===== src/core/ivr_params.svh =====
// Constants for the interrupt vector relocation block: offsets, fields, reset values and counts.
`ifndef IVR_PARAMS_SVH
`define IVR_PARAMS_SVH

`define IVR_CTRL_OFFSET 12'h000
`define IVR_UNLOCK_BIT 0
`define IVR_SELECT_BIT 1
`define IVR_CTRL_RESET 8'h00
`define IVR_UNLOCK_CYCLES 3'd4
`define IVR_VECTOR_COUNT 5'd27
`define IVR_VECTOR_STRIDE 16'h0002
`define IVR_LAST_VECTOR 16'h0034
`define IVR_APP_RESET_ADDR 16'h0000
`define IVR_IRQ_TABLE_OFFSET 16'h0002
`define IVR_BOOT_START_SZ00 16'h1c00
`define IVR_BOOT_START_SZ01 16'h1e00
`define IVR_BOOT_START_SZ10 16'h1f00
`define IVR_BOOT_START_SZ11 16'h1f80
`define IVR_FUSE_UNPROGRAMMED 1'b1

`endif


===== src/core/ivr_pkg.sv =====
// Types shared by the interrupt vector relocation block.
package ivr_pkg;

  typedef logic [15:0] ivr_addr_t;

  typedef enum logic [2:0] {
    IVR_IDLE = 3'b001,
    IVR_ARMED = 3'b010,
    IVR_WAIT_INSTR = 3'b100
  } ivr_state_e;

endpackage


===== src/core/ivr_unlock_timer.sv =====
// Unlock window timer and automatic interrupt blocking for vector table changes.
`include "ivr_params.svh"

module ivr_unlock_timer
  import ivr_pkg::*;
(
  input wire logic pclk,
  input wire logic presetn,
  input wire logic arm,
  input wire logic select_write,
  input wire logic instr_done,
  output logic unlock_armed,
  output logic irq_block
);

  ivr_state_e state_q;
  logic [2:0] count_q;

  // The window opens at the edge on which the unlock write takes effect.
  always_ff @(posedge pclk or negedge presetn) begin
    if (!presetn) begin
      state_q <= IVR_IDLE;
    end else begin
      case (state_q)
        IVR_IDLE: begin
          if (arm) begin
            state_q <= IVR_ARMED;
          end
        end
        IVR_ARMED: begin
          if (arm) begin
            state_q <= IVR_ARMED;
          end else if (select_write) begin
            state_q <= IVR_WAIT_INSTR;
          end else if (count_q == 3'd0) begin
            state_q <= IVR_IDLE;
          end
        end
        IVR_WAIT_INSTR: begin
          if (arm) begin
            state_q <= IVR_ARMED;
          end else if (instr_done) begin
            state_q <= IVR_IDLE;
          end
        end
        default: begin
          state_q <= IVR_IDLE;
        end
      endcase
    end
  end

  always_ff @(posedge pclk or negedge presetn) begin
    if (!presetn) begin
      count_q <= 3'd0;
    end else if (arm) begin
      count_q <= `IVR_UNLOCK_CYCLES - 3'd1;
    end else if (state_q == IVR_ARMED && count_q != 3'd0) begin
      count_q <= count_q - 3'd1;
    end
  end

  assign unlock_armed = (state_q == IVR_ARMED);
  // Blocking is a separate gate; the core's global enable flag is never written here.
  assign irq_block = (state_q != IVR_IDLE);

endmodule


===== src/core/ivr_vector_map.sv =====
// Address arithmetic for the reset vector, the vector table base and single vector fetches.
`include "ivr_params.svh"

module ivr_vector_map
  import ivr_pkg::*;
(
  input wire logic vector_sel,
  input wire logic boot_reset_fuse,
  input wire logic [1:0] boot_size_fuses,
  input wire logic [4:0] vec_index,
  input wire ivr_addr_t exec_pc,
  output ivr_addr_t boot_start,
  output ivr_addr_t reset_addr,
  output ivr_addr_t table_addr,
  output ivr_addr_t fetch_addr,
  output logic vec_index_ok,
  output logic exec_in_boot
);

  function automatic ivr_addr_t boot_start_of(input logic [1:0] size);
    case (size)
      2'b00: boot_start_of = `IVR_BOOT_START_SZ00;
      2'b01: boot_start_of = `IVR_BOOT_START_SZ01;
      2'b10: boot_start_of = `IVR_BOOT_START_SZ10;
      default: boot_start_of = `IVR_BOOT_START_SZ11;
    endcase
  endfunction

  ivr_addr_t base;

  assign boot_start = boot_start_of(boot_size_fuses);
  // A fuse reading one is unprogrammed.
  assign reset_addr = (boot_reset_fuse == `IVR_FUSE_UNPROGRAMMED) ? `IVR_APP_RESET_ADDR : boot_start;
  assign base = vector_sel ? boot_start : `IVR_APP_RESET_ADDR;
  assign table_addr = base + `IVR_IRQ_TABLE_OFFSET;
  assign vec_index_ok = (vec_index < `IVR_VECTOR_COUNT);
  assign fetch_addr = base + ({11'h000, vec_index} * `IVR_VECTOR_STRIDE);
  assign exec_in_boot = (exec_pc >= boot_start);

endmodule


===== src/core/ivr_top.sv =====
// Interrupt vector relocation: control register on APB, unlock sequence and interrupt gating.
`include "ivr_params.svh"

module ivr_top
  import ivr_pkg::*;
(
  input wire logic pclk,
  input wire logic presetn,
  input wire logic psel,
  input wire logic penable,
  input wire logic pwrite,
  input wire logic [11:0] paddr,
  input wire logic [31:0] pwdata,
  output logic [31:0] prdata,
  output logic pready,
  output logic pslverr,
  input wire logic boot_reset_fuse,
  input wire logic [1:0] boot_size_fuses,
  input wire logic app_section_lock_bit,
  input wire logic boot_section_lock_bit,
  input wire logic global_int_enable,
  input wire logic instr_done,
  input wire ivr_addr_t exec_pc,
  input wire logic [4:0] vec_index,
  output ivr_addr_t reset_vector_addr,
  output ivr_addr_t vector_table_addr,
  output ivr_addr_t vector_fetch_addr,
  output logic vector_index_valid,
  output logic vector_base_select,
  output logic irq_block,
  output logic irq_service_permit
);

  logic [1:0] fuse_rst_sync_q;
  logic [3:0] fuse_sz_sync_q;
  logic [1:0] app_lock_sync_q;
  logic [1:0] boot_lock_sync_q;
  logic boot_reset_fuse_s;
  logic [1:0] boot_size_fuses_s;
  logic app_lock_s;
  logic boot_lock_s;

  logic vector_sel_q;
  logic unlock_armed;
  logic ctrl_hit;
  logic ctrl_wr;
  logic arm;
  logic sel_accept;
  logic lock_suppress;
  logic [31:0] prdata_q;
  logic [7:0] ctrl_read;
  localparam logic [7:0] ctrl_reset_c = `IVR_CTRL_RESET;

  ivr_addr_t boot_start;
  ivr_addr_t reset_addr_d;
  ivr_addr_t table_addr_d;
  ivr_addr_t fetch_addr_d;
  logic vec_ok_d;
  logic exec_in_boot;
  ivr_addr_t reset_vector_addr_q;
  ivr_addr_t vector_table_addr_q;
  ivr_addr_t vector_fetch_addr_q;
  logic vector_index_valid_q;

  // Fuses and lock bits arrive from outside the clock domain; they reset to the unprogrammed level.
  always_ff @(posedge pclk or negedge presetn) begin
    if (!presetn) begin
      fuse_rst_sync_q <= 2'b11;
      fuse_sz_sync_q <= 4'hf;
      app_lock_sync_q <= 2'b11;
      boot_lock_sync_q <= 2'b11;
    end else begin
      fuse_rst_sync_q <= {fuse_rst_sync_q[0], boot_reset_fuse};
      fuse_sz_sync_q <= {fuse_sz_sync_q[1:0], boot_size_fuses};
      app_lock_sync_q <= {app_lock_sync_q[0], app_section_lock_bit};
      boot_lock_sync_q <= {boot_lock_sync_q[0], boot_section_lock_bit};
    end
  end

  assign boot_reset_fuse_s = fuse_rst_sync_q[1];
  assign boot_size_fuses_s = fuse_sz_sync_q[3:2];
  assign app_lock_s = app_lock_sync_q[1];
  assign boot_lock_s = boot_lock_sync_q[1];

  // Zero wait states; read data is captured in the setup cycle so it comes from a flop.
  assign ctrl_hit = (paddr == `IVR_CTRL_OFFSET);
  assign pready = 1'b1;
  assign pslverr = psel && penable && !ctrl_hit;
  assign ctrl_wr = psel && penable && pwrite && ctrl_hit;
  assign arm = ctrl_wr && pwdata[`IVR_UNLOCK_BIT];
  // A write that sets the unlock bit never changes the select bit in the same write.
  assign sel_accept = ctrl_wr && !pwdata[`IVR_UNLOCK_BIT] && unlock_armed;

  always_ff @(posedge pclk or negedge presetn) begin
    if (!presetn) begin
      vector_sel_q <= ctrl_reset_c[`IVR_SELECT_BIT];
    end else if (sel_accept) begin
      vector_sel_q <= pwdata[`IVR_SELECT_BIT];
    end
  end

  always_comb begin
    ctrl_read = `IVR_CTRL_RESET;
    ctrl_read[`IVR_SELECT_BIT] = vector_sel_q;
    ctrl_read[`IVR_UNLOCK_BIT] = unlock_armed;
  end

  always_ff @(posedge pclk or negedge presetn) begin
    if (!presetn) begin
      prdata_q <= 32'h0000_0000;
    end else if (psel && !penable) begin
      prdata_q <= ctrl_hit ? {24'h00_0000, ctrl_read} : 32'h0000_0000;
    end
  end

  assign prdata = prdata_q;

  ivr_unlock_timer u_timer (
    .pclk(pclk),
    .presetn(presetn),
    .arm(arm),
    .select_write(sel_accept),
    .instr_done(instr_done),
    .unlock_armed(unlock_armed),
    .irq_block(irq_block)
  );

  ivr_vector_map u_map (
    .vector_sel(vector_sel_q),
    .boot_reset_fuse(boot_reset_fuse_s),
    .boot_size_fuses(boot_size_fuses_s),
    .vec_index(vec_index),
    .exec_pc(exec_pc),
    .boot_start(boot_start),
    .reset_addr(reset_addr_d),
    .table_addr(table_addr_d),
    .fetch_addr(fetch_addr_d),
    .vec_index_ok(vec_ok_d),
    .exec_in_boot(exec_in_boot)
  );

  always_ff @(posedge pclk or negedge presetn) begin
    if (!presetn) begin
      reset_vector_addr_q <= `IVR_APP_RESET_ADDR;
      vector_table_addr_q <= `IVR_IRQ_TABLE_OFFSET;
      vector_fetch_addr_q <= `IVR_APP_RESET_ADDR;
      vector_index_valid_q <= 1'b0;
    end else begin
      reset_vector_addr_q <= reset_addr_d;
      vector_table_addr_q <= table_addr_d;
      vector_fetch_addr_q <= vec_ok_d ? fetch_addr_d : vector_fetch_addr_q;
      vector_index_valid_q <= vec_ok_d;
    end
  end

  assign reset_vector_addr = reset_vector_addr_q;
  assign vector_table_addr = vector_table_addr_q;
  assign vector_fetch_addr = vector_fetch_addr_q;
  assign vector_index_valid = vector_index_valid_q;
  assign vector_base_select = vector_sel_q;

  // A lock bit reading zero is programmed. Suppression is combinational so it acts on the current fetch.
  assign lock_suppress = (vector_sel_q && !app_lock_s && !exec_in_boot) ||
                         (!vector_sel_q && !boot_lock_s && exec_in_boot);
  assign irq_service_permit = global_int_enable && !irq_block && !lock_suppress;

  // Counts armed cycles after the arming edge; a clean window holds exactly four of them.
  logic [3:0] armed_run_q;

  always_ff @(posedge pclk or negedge presetn) begin
    if (!presetn) begin
      armed_run_q <= 4'h0;
    end else if (unlock_armed && !arm) begin
      armed_run_q <= armed_run_q + 4'h1;
    end else begin
      armed_run_q <= 4'h0;
    end
  end

  chk_select_needs_unlock: assert property (@(posedge pclk) disable iff (!presetn)
    (ctrl_wr && !unlock_armed) |=> $stable(vector_sel_q))
    else $error("vector select changed without an armed unlock");

  chk_select_accepted: assert property (@(posedge pclk) disable iff (!presetn)
    (ctrl_wr && !pwdata[`IVR_UNLOCK_BIT] && unlock_armed) |=> (vector_sel_q == $past(pwdata[`IVR_SELECT_BIT])))
    else $error("vector select write inside the window was not taken");

  chk_unlock_expires: assert property (@(posedge pclk) disable iff (!presetn)
    (arm ##1 (!ctrl_wr) [*4]) |=> !unlock_armed)
    else $error("unlock did not clear four cycles after arming");

  chk_unlock_holds: assert property (@(posedge pclk) disable iff (!presetn)
    (arm ##1 (!ctrl_wr) [*3]) |-> unlock_armed)
    else $error("unlock cleared before four cycles");

  chk_unlock_run_bound: assert property (@(posedge pclk) disable iff (!presetn)
    armed_run_q <= 4'd4)
    else $error("unlock stayed armed too long");

  chk_select_ends_unlock: assert property (@(posedge pclk) disable iff (!presetn)
    sel_accept |=> (!unlock_armed && irq_block))
    else $error("select write did not close the unlock window");

  chk_block_while_armed: assert property (@(posedge pclk) disable iff (!presetn)
    unlock_armed |-> (irq_block && !irq_service_permit))
    else $error("interrupts not blocked during unlock");

  chk_block_release: assert property (@(posedge pclk) disable iff (!presetn)
    (irq_block && !unlock_armed && instr_done && !arm) |=> !irq_block)
    else $error("block not released after the following instruction");

  chk_expire_release: assert property (@(posedge pclk) disable iff (!presetn)
    (arm ##1 (!ctrl_wr) [*4]) |=> !irq_block)
    else $error("block outlived an unused unlock window");

  chk_permit_needs_gie: assert property (@(posedge pclk) disable iff (!presetn)
    irq_service_permit |-> global_int_enable)
    else $error("service permitted without global enable");

  chk_app_lock: assert property (@(posedge pclk) disable iff (!presetn)
    (vector_sel_q && !app_lock_s && !exec_in_boot) |-> !irq_service_permit)
    else $error("interrupt allowed in locked application section");

  chk_boot_lock: assert property (@(posedge pclk) disable iff (!presetn)
    (!vector_sel_q && !boot_lock_s && exec_in_boot) |-> !irq_service_permit)
    else $error("interrupt allowed in locked boot section");

  chk_reset_address: assert property (@(posedge pclk) disable iff (!presetn)
    1'b1 |=> (reset_vector_addr_q == ($past(boot_reset_fuse_s) ? `IVR_APP_RESET_ADDR : $past(boot_start))))
    else $error("reset address does not follow the boot reset fuse");

  chk_table_address: assert property (@(posedge pclk) disable iff (!presetn)
    1'b1 |=> (vector_table_addr_q == (($past(vector_sel_q) ? $past(boot_start) : 16'h0000) + 16'h0002)))
    else $error("vector table start address wrong");

  chk_last_vector: assert property (@(posedge pclk) disable iff (!presetn)
    (!vector_sel_q && vec_index == 5'd26) |=> (vector_fetch_addr_q == `IVR_LAST_VECTOR || $changed(vector_sel_q)))
    else $error("last vector address wrong");

  // The checks below watch the timer through its outputs only, so they hold however the state is coded.
  chk_arm_opens_window: assert property (@(posedge pclk) disable iff (!presetn)
    arm |=> (unlock_armed && irq_block))
    else $error("unlock write did not open the window");

  chk_arm_keeps_select: assert property (@(posedge pclk) disable iff (!presetn)
    arm |=> $stable(vector_sel_q))
    else $error("arming write changed the select bit");

  chk_wait_holds_block: assert property (@(posedge pclk) disable iff (!presetn)
    (irq_block && !unlock_armed && !instr_done && !arm) |=> irq_block)
    else $error("block released before the following instruction");

  chk_idle_stays_open: assert property (@(posedge pclk) disable iff (!presetn)
    (!irq_block && !arm) |=> !irq_block)
    else $error("block raised without an unlock write");

  chk_permit_when_free: assert property (@(posedge pclk) disable iff (!presetn)
    (global_int_enable && !irq_block && !lock_suppress) |-> irq_service_permit)
    else $error("service withheld although nothing blocks it");

  chk_permit_needs_free: assert property (@(posedge pclk) disable iff (!presetn)
    irq_service_permit |-> !irq_block)
    else $error("service permitted during automatic block");

  chk_block_after_select: assert property (@(posedge pclk) disable iff (!presetn)
    sel_accept |=> (irq_block && !irq_service_permit))
    else $error("interrupts served right after the select write");

  chk_rearm_restarts: assert property (@(posedge pclk) disable iff (!presetn)
    ((unlock_armed && arm) ##1 (!ctrl_wr) [*3]) |-> unlock_armed)
    else $error("re-arming did not restart the window");

  chk_index_valid: assert property (@(posedge pclk) disable iff (!presetn)
    1'b1 |=> (vector_index_valid_q == ($past(vec_index) < `IVR_VECTOR_COUNT)))
    else $error("vector index valid flag wrong");

  chk_app_fetch: assert property (@(posedge pclk) disable iff (!presetn)
    (vec_ok_d && !vector_sel_q) |=> (vector_fetch_addr_q == {10'h000, $past(vec_index), 1'b0}))
    else $error("application vector fetch address wrong");

  chk_boot_fetch: assert property (@(posedge pclk) disable iff (!presetn)
    (vec_ok_d && vector_sel_q) |=> (vector_fetch_addr_q == $past(boot_start) + {$past(vec_index), 1'b0}))
    else $error("relocated vector fetch address wrong");

  chk_fetch_hold: assert property (@(posedge pclk) disable iff (!presetn)
    !vec_ok_d |=> $stable(vector_fetch_addr_q))
    else $error("fetch address moved on an invalid index");

  chk_table_app: assert property (@(posedge pclk) disable iff (!presetn)
    !vector_sel_q |=> (vector_table_addr_q == `IVR_IRQ_TABLE_OFFSET))
    else $error("application table start wrong");

  chk_table_boot: assert property (@(posedge pclk) disable iff (!presetn)
    vector_sel_q |=> (vector_table_addr_q == $past(boot_start) + `IVR_IRQ_TABLE_OFFSET))
    else $error("relocated table start wrong");

  chk_boot_reset_start: assert property (@(posedge pclk) disable iff (!presetn)
    !boot_reset_fuse_s |=> (reset_vector_addr_q == $past(boot_start)))
    else $error("programmed fuse did not select the boot start");

  chk_boot_start_code: assert property (@(posedge pclk) disable iff (!presetn)
    (boot_size_fuses_s == 2'b00) |-> (boot_start == `IVR_BOOT_START_SZ00))
    else $error("boot start does not follow the size fuses");

  chk_unmapped_write: assert property (@(posedge pclk) disable iff (!presetn)
    (psel && penable && pwrite && !ctrl_hit) |=> $stable(vector_sel_q))
    else $error("unmapped write changed the select bit");

  chk_read_image: assert property (@(posedge pclk) disable iff (!presetn)
    (psel && !penable && ctrl_hit) |=> (prdata_q[1:0] == {$past(vector_sel_q), $past(unlock_armed)}))
    else $error("control read image wrong");

  cov_move_vectors: cover property (@(posedge pclk) disable iff (!presetn)
    arm ##[1:4] sel_accept ##[1:20] !irq_block);

  cov_window_expired: cover property (@(posedge pclk) disable iff (!presetn)
    arm ##1 (!ctrl_wr) [*4] ##1 !unlock_armed);

  cov_lock_suppress: cover property (@(posedge pclk) disable iff (!presetn)
    global_int_enable && !irq_block && lock_suppress);

  cov_boot_reset: cover property (@(posedge pclk) disable iff (!presetn)
    !boot_reset_fuse_s && vector_sel_q);

  cov_rearm: cover property (@(posedge pclk) disable iff (!presetn)
    unlock_armed && arm);

endmodule


===== config.mk =====
export PLATFORM = sky130hd
export DESIGN_NAME = ivr_top
export DESIGN_NICKNAME = d
export VERILOG_FILES = /design/src/core/ivr_pkg.sv /design/src/core/ivr_unlock_timer.sv /design/src/core/ivr_vector_map.sv /design/src/core/ivr_top.sv
export VERILOG_INCLUDE_DIRS = /design/src /design/src/core
export SDC_FILE = /design/constraint.sdc
export NUM_CORES = 1
export LEC_CHECK = 0
export ABC_AREA = 0
export ABC_CLOCK_PERIOD_IN_PS = 3750
export BUFFER_PORTS_ARGS = -buffer_cell sky130_fd_sc_hd__buf_4
export CORE_UTILIZATION = 30
export CTS_CLUSTER_SIZE = 8
export DETAILED_ROUTE_END_ITERATION = 7
export PLACE_DENSITY_LB_ADDON = 0.3
export SLEW_MARGIN = 0
export SYNTH_ARGS = -nofsm -noshare
export SYNTH_HDL_FRONTEND = slang
export SYNTH_HIERARCHICAL = 1
export SYNTH_SLANG_ARGS = --single-unit
export TNS_END_PERCENT = 50

===== constraint.sdc =====
create_clock -name pclk -period 3.75 [get_ports pclk]
set_clock_uncertainty 0.05 [all_clocks]
set_input_delay 0.375 -clock pclk [delete_from_list [all_inputs] [get_ports pclk]]
set_output_delay 0.375 -clock pclk [all_outputs]
set_load 0.02 [all_outputs]

==> qor.csv, run 1 <==
stage,metric,value,unit
route,vias,1761,
power_and_ir_drop,maximum vdd drop,0.144,mV
route,metal3 WL,407,um
clocking,post-CTS sizing,0,
placement,GP Congestion,0.660,
clocking,CTS Buf Count,9,
setup_path,Reg2Reg Capture Point,vector_base_select$_DFFE_PN0P_,
setup_path,CP Data Arrival Time,2.58,ns
timing,Max Transition Viols Final,0,
floorplanning,Die Area,10400,um2
floorplanning,core area,9730,um2
synthesis,"Warnings, synthesis",6,
clocking,H-tree depth,3,
timing,Slew Limit Headroom,42.6,%
final_layout,ANT cells,0,
global_route,Tot GR Track Use,10.1,%
clocking,CTS Root Cell,clkbuf_8,
timing,RSZ-0062 raised after global routing,false,
setup_path,R2R depth,3,
route,Detailed Routing Iterations Pass 1,6,
route,detailed-route DRC error count,0,
timing,Final min period,3.00,ns
final_layout,layout cells sized above 1,42.2,%
timing,Tcrit/Tclk final,80.1,%
route,Detailed Route WL,4930,um
timing,setup violators final,0,
setup_path,crit path kind,reg -> out,
min_path,HP Class,in -> async,
power_and_ir_drop,Flop pwr share,50.5,%
setup_path,CP max stage delay,0.56,ns
route,vias per inst,3.79,
timing,Worst Max-Slew Pin Slew,0.854,ns
setup_path,Setup crit end kind,primary output,
power_and_ir_drop,leakage,1.91,nW
power_and_ir_drop,NetSw,0.389,mW
floorplanning,row count,36,
route,DR iter-0 viols,28,
setup_path,WP data required,3.32,ns
route,Routed WL per cell,10.6,um
power_and_ir_drop,Power Internal,1.15,mW
global_route,initial antenna violation count,0,
power_and_ir_drop,Net Sw Frac,25.3,%
flow_run,max_cap viols,0,
setup_path,WP buf/inv,1,
clocking,setup bufs post-CTS,0,
synthesis,Mapped Cells,238,
setup_path,reg-to-reg setup timing slack,2.06,ns
timing,post-route setup TNS,0,ns
global_route,largest net degree at the start of global routing,69,
placement,port bufs,101,
clocking,Clock transition at path regs,0.07,ns
setup_path,worst setup path end,irq_service_permit,
timing,Fmax,333,MHz
floorplanning,die height,102,um
floorplanning,Die X,102,um
floorplanning,I/O pin count,163,
route,Met1 Wirelength,1940,um
placement,Placed Instances,449,
power_and_ir_drop,Pwr Density,408,nW/um2
power_and_ir_drop,Comb power frac,11.8,%
synthesis,Syn Area/Cell,12.6,um2
clocking,cts hold-fix bufs,0,
placement,Setup WS pre-CTS,1.06,ns
final_layout,Layout area overhead,25.3,%
setup_path,crit-path cells,and2_1 > ha_1 > or4b_4 > o21ai_1 > a21o_1 > nor3b_1 > a2111oi_0 > buf_4,
synthesis,"Cell Area, Synth",3000,um2
setup_path,Crit Path Max Fanout,5,
clocking,TritonCTS clock tree,yes,
setup_path,WP depth,8,
clocking,clk buf depth,2,
final_layout,Post-Layout Cell Count,465,
global_route,number of global-route vias before repair,1668,
timing,Hold Worst Slack,0.0883,ns
setup_path,CP max-delay cell,dfstp_2,
global_route,total grt overflow,0,
global_route,first-pass GRT wire length,7710,um
outcome,outcome,finished clean,
power_and_ir_drop,clock share of power,37.7,%
final_layout,Layout Nets,409,
setup_path,CP startpoint kind,register,
timing,final hold vios,0,
clocking,CTS Sinks,68,
setup_path,CP top delay family,compound AO/OA/AOI/OAI gates,
route,routed wl met2,2510,um
placement,dpl hpwl,3630,um
floorplanning,initial core utilization,30.9,%
route,max layer used,met4,
clocking,clk_lat worst skew,0.33,ns
setup_path,Setup crit start,fuse_sz_sync_q[3]$_DFF_PN1_,
setup_path,worst r2r src,u_timer/state_q[2]$_DFFE_PN0P_,
route,Final ANT Viol Nets,0,
timing,Final WS setup,0.747,ns
## flip-flops by register name (all words and copies together) (netlist names)
signal and cells:
vector_fetch_addr 16, u_timer/count_q 3, fuse_rst_sync_q 2, vector_index_valid 1
u_timer/state_q 3, boot_lock_sync_q 2, prdata 2, vector_table_addr 16
reset_vector_addr 16, vector_base_select 1, fuse_sz_sync_q 4, app_lock_sync_q 2
## metal layers
layer | track usage [%] | vias to the layer above
met4 | 6.26 | 0
met5 | 0 | -
met2 | 16.0 | 62
li1 | - | 840
met3 | 4.17 | 9
met1 | 11.3 | 850
## power groups by stage
stage | combinational (mW) | sequential [mW] | clock, mW
final | 0.181 | 0.777 | 0.579
after global routing | 0.199 | 0.780 | 0.650
after CTS | 0.184 | 0.777 | 0.617
after detailed placement | 0.183 | 0.791 | 0
after global placement | 0.182 | 0.790 | 0
after floorplan | 0.103 | 0.820 | 0
## stage by stage
stage / utilization [%] / total power, mW / instance area, um2
floorplan: - / 0.923 / 3200
global placement: 36.7 / 0.972 / 3570
detailed placement: 36.7 / 0.974 / 3570
CTS: 38.7 / 1.58 / 3760
global route: 38.7 / 1.63 / 3760
finish: 38.7 / 1.54 / 3760
## final cells by class
cell class                      instances  area (um2)
Clock buffer                           10         128
Clock inverter                          6        65.1
Fill cell                             981        5970
Inverter                                9        33.8
Multi-Input combinational cell        138         895
Sequential cell                        68        1720
Tap cell                              133         166
Timing Repair Buffer                  101         758
## worst min path at each step
stage | start | to | slack (ns) | depth (start not counted)
CTS | boot_reset_fuse | fuse_rst_sync_q[0]$_DFF_PN1_ | 0.06 | 1
global route | boot_reset_fuse | fuse_rst_sync_q[0]$_DFF_PN1_ | 0.06 | 1
floorplan | presetn | prdata[0]$_DFFE_PN0P_ | 0.03 | 0
finish | presetn | reset_vector_addr[10]$_DFF_PN0_ | 0.09 | 1
global placement | boot_lock_sync_q[0]$_DFF_PN1_ | boot_lock_sync_q[1]$_DFF_PN1_ | 0.30 | 0
detailed placement | app_lock_sync_q[0]$_DFF_PN1_ | app_lock_sync_q[1]$_DFF_PN1_ | 0.30 | 0
## layout by cell type (no fill, tap or decap), types with 3 or more instances in the layout
master      n
inv_1       9
buf_4     101
ha_1        5
mux2_2      3
nor2_1      8
clkbuf_8    9
nand2_1     3
nand3_1     3
dfrtp_1    56
dfstp_2    12
nor2b_1     3
o21ai_0     4
nor3_1      3
mux2_1     14
and2_1      3
conb_1     56
nor4_2      3
## worst register-to-register path, delay by kind of cell (launching register included)
family,cells,cell delay (ns)
flip-flops,1,0.45
AND/OR/NAND/NOR,2,0.72
multiplexers,1,0.35
No activity file was read; power rests on OpenSTA's default activity.
==> inputs of run 2 (changes only) <==
ABC_CLOCK_PERIOD_IN_PS = 2500   (was 3750)
clock period = 2.5 ns   (was 3.75 ns; I/O delays follow)
==> run 2 against run 1 <==
  * The flow now finishes with violations (setup timing)
  * Flip-flop and latch count unchanged
  * Non-clock buffer count up 13
  * Sequential share of layout area down 1.7 points
  * Critical path depth unchanged
  * Critical path type unchanged
  * Setup slack worse by 0.89 ns
  * Wire length rose by 4.1%
  * Combinational power increased by 62%
  * Register-to-register slack got worse by 1.3 ns
  * Cell area rose by 3.9%
  * Power grew 46%
  * Clock-buffer cell count decreased by 1
  * Clock power grew 36%
==> qor.csv, run 2 (synthesized netlist as in run 1, its figures left out) <==
stage,metric,value,unit,change
setup_path,crit path kind,reg -> out,,unchanged
setup_path,CP Data Arrival Time,2.35,ns,was 2.58 ns
route,vias per inst,3.74,,was 3.79
outcome,outcome,"finished, violations left",,was finished clean
clocking,TritonCTS clock tree,yes,,unchanged
clocking,Clock transition at path regs,0.08,ns,was 0.07 ns
clocking,CTS Sinks,68,,unchanged
floorplanning,initial core utilization,30.9,%,unchanged
route,detailed-route DRC error count,0,,unchanged
floorplanning,row count,36,,unchanged
floorplanning,I/O pin count,163,,unchanged
final_layout,Post-Layout Cell Count,478,,was 465
min_path,HP Class,in -> reg,,was in -> async
final_layout,ANT cells,0,,unchanged
clocking,CTS Buf Count,9,,unchanged
power_and_ir_drop,clock share of power,35.1,%,was 37.7%
setup_path,Crit Path Max Fanout,2,,was 5
setup_path,reg-to-reg setup timing slack,0.81,ns,was 2.06 ns
setup_path,Setup crit end kind,primary output,,unchanged
route,vias,1788,,was 1761
min_path,WHS Path Cells,2,,
placement,GP Congestion,0.712,,was 0.660
route,DR iter-0 viols,12,,was 28
final_layout,Final Util,40.2,%,was 38.7%
route,metal3 WL,305,um,was 407 um
timing,Tcrit/Tclk final,106,%,
timing,Fmax,378,MHz,
placement,port bufs,101,,unchanged
timing,Slew Limit Headroom,44.1,%,was 42.6%
timing,Final min period,2.65,ns,
floorplanning,Die Area,10400,um2,unchanged
power_and_ir_drop,NetSw,0.608,mW,was 0.389 mW
min_path,Hold EP,vector_fetch_addr[3]$_DFFE_PN0P_,,
power_and_ir_drop,maximum vdd drop,0.266,mV,was 0.144 mV
power_and_ir_drop,total power,2.25,mW,was 1.54 mW
final_layout,Layout area overhead,30.1,%,was 25.3%
setup_path,R2R depth,3,,unchanged
timing,setup violators final,1,,was 0
global_route,Tot GR Track Use,10.1,%,about the same
route,Met1 Wirelength,2110,um,was 1940 um
outcome,failing checks,setup timing,,
floorplanning,Die X,102,um,unchanged
global_route,initial antenna violation count,0,,unchanged
power_and_ir_drop,Power Internal,1.64,mW,was 1.15 mW
clocking,setup bufs post-CTS,0,,unchanged
floorplanning,die height,102,um,unchanged
clocking,H-tree depth,3,,unchanged
setup_path,worst r2r src,u_timer/state_q[1]$_DFFE_PN0P_,,was u_timer/state_q[2]$_DFFE_PN0P_
final_layout,layout cells sized above 1,44.6,%,was 42.2%
route,Detailed Route WL,5140,um,was 4930 um
placement,Placed Instances,456,,was 449
clocking,clk buf depth,2,,unchanged
timing,Max Transition Viols Final,0,,unchanged
setup_path,WP data required,2.20,ns,was 3.32 ns
global_route,total grt overflow,0,,unchanged
timing,Worst Max-Slew Pin Slew,0.838,ns,was 0.854 ns
setup_path,CP max stage delay,0.53,ns,was 0.56 ns
final_layout,Fillers,975,,was 981
clocking,CTS Root Cell,clkbuf_8,,unchanged
global_route,largest net degree at the start of global routing,69,,unchanged
timing,Final WS setup,-0.146,ns,was 0.747 ns
power_and_ir_drop,leakage,1.96,nW,was 1.91 nW
global_route,number of global-route vias before repair,1742,,was 1668
final_layout,most frequent cells in the layout,"buf_4 (107), conb_1 (56), dfrtp_1 (56)",,"was buf_4 (101), conb_1 (56), dfrtp_1 (56)"
setup_path,CP max-delay cell,dfstp_2,,unchanged
power_and_ir_drop,Pwr Density,575,nW/um2,was 408 nW/um2
route,Final ANT Viol Nets,0,,unchanged
route,routed wl met2,2630,um,was 2510 um
route,Routed WL per cell,10.7,um,was 10.6 um
placement,Area after DPL,3630,um2,was 3570 um2
power_and_ir_drop,Comb power frac,13.1,%,was 11.8%
setup_path,crit-path cells,and2_4 > ha_4 > or4b_4 > o21ai_2 > a21o_1 > nor3b_2 > a2111oi_4 > buf_4,,was and2_1 > ha_1 > or4b_4 > o21ai_1 > a21o_1 > nor3b_1 > a2111oi_0 > buf_4
power_and_ir_drop,Flop pwr share,51.8,%,was 50.5%
floorplanning,core area,9730,um2,unchanged
final_layout,Layout Nets,422,,was 409
placement,dpl hpwl,3730,um,was 3630 um
timing,final hold vios,0,,unchanged
power_and_ir_drop,Net Sw Frac,27.0,%,was 25.3%
setup_path,Reg2Reg Capture Point,vector_base_select$_DFFE_PN0P_,,unchanged
setup_path,Setup crit start,fuse_sz_sync_q[3]$_DFF_PN1_,,unchanged
final_layout,area of the multi-input gates,941,um2,was 895 um2
clocking,clk_lat worst skew,0.33,ns,about the same
route,max layer used,met4,,unchanged
route,Detailed Routing Iterations Pass 1,6,,unchanged
final_layout,"commonest non-fill, non-tap cell in the layout",buf_4,,unchanged
flow_run,max_cap viols,0,,unchanged
setup_path,CP startpoint kind,register,,unchanged
global_route,first-pass GRT wire length,7890,um,was 7710 um
final_layout,post-route cell area,3910,um2,was 3760 um2
min_path,min-delay src,vec_index[2],,
final_layout,register area,1720,um2,unchanged
timing,RSZ-0062 raised after global routing,true,,was false
==> run 2: power groups by stage <==
stage	logic, mW	clock network, mW	registers (mW)
floorplan	0.156	0	1.23
CTS	0.295	0.830	1.17
finish	0.293	0.789	1.16
global route	0.323	0.880	1.17
global placement	0.280	0	1.18
detailed placement	0.283	0	1.19
==> run 2: worst max-delay path: cells and delay by family (launching register included) <==
family / cells / cell delay (ns)
buffers and inverters: 1 / 0.19
and+or+nand+nor: 3 / 0.68
AOI/OAI and AO/OA: 3 / 0.49
adders and majority gates: 1 / 0.12
DFF: 1 / 0.53
==> run 2: layout make-up <==
cell class	instances	area share, %
repair buffers	114	22.4
clock inverters	7	1.31
well taps	133	4.26
flip-flops and latches	68	43.9
multi-input cells	138	24.1
clock buffers	9	3.17
inverters	9	0.865
==> run 2: layer usage <==
metal / up-vias / track usage [%]
met5: - / 0
met1: 862 / 11.4
met4: 0 / 5.60
li1: 858 / -
met3: 9 / 3.83
met2: 59 / 16.5
==> run 2: worst max-delay path by stage <==
stage | end | slack [ns] | cells after the start
2_1_floorplan | irq_service_permit | 0.07 | 7
3_3_place_gp | irq_service_permit | 0.03 | 8
3_5_place_dp | irq_service_permit | 0.03 | 8
4_1_cts | irq_service_permit | -0.21 | 9
5_1_grt | irq_service_permit | -0.29 | 8
6_report | irq_service_permit | -0.15 | 8
==> run 2: timing repair <==
item                                    4_1_cts  5_1_grt
hold buffers                                  6        0
gates cloned                                  0        0
endpoints found under the hold margin        25        0
pin swaps                                     4        3
endpoints found under the setup margin        1        1
resized for setup                             5        3
==> run 2: metrics by stage <==
step | setup TNS, ns | hold WS [ns] | worst slack (ns)
global placement | 0 | 0.296 | 0.0347
global route | -0.292 | 0.0639 | -0.292
finish | -0.146 | 0.0853 | -0.146
CTS | -0.213 | 0.0635 | -0.213
floorplan | 0 | -0.0956 | 0.0730
detailed placement | 0 | 0.297 | 0.0276
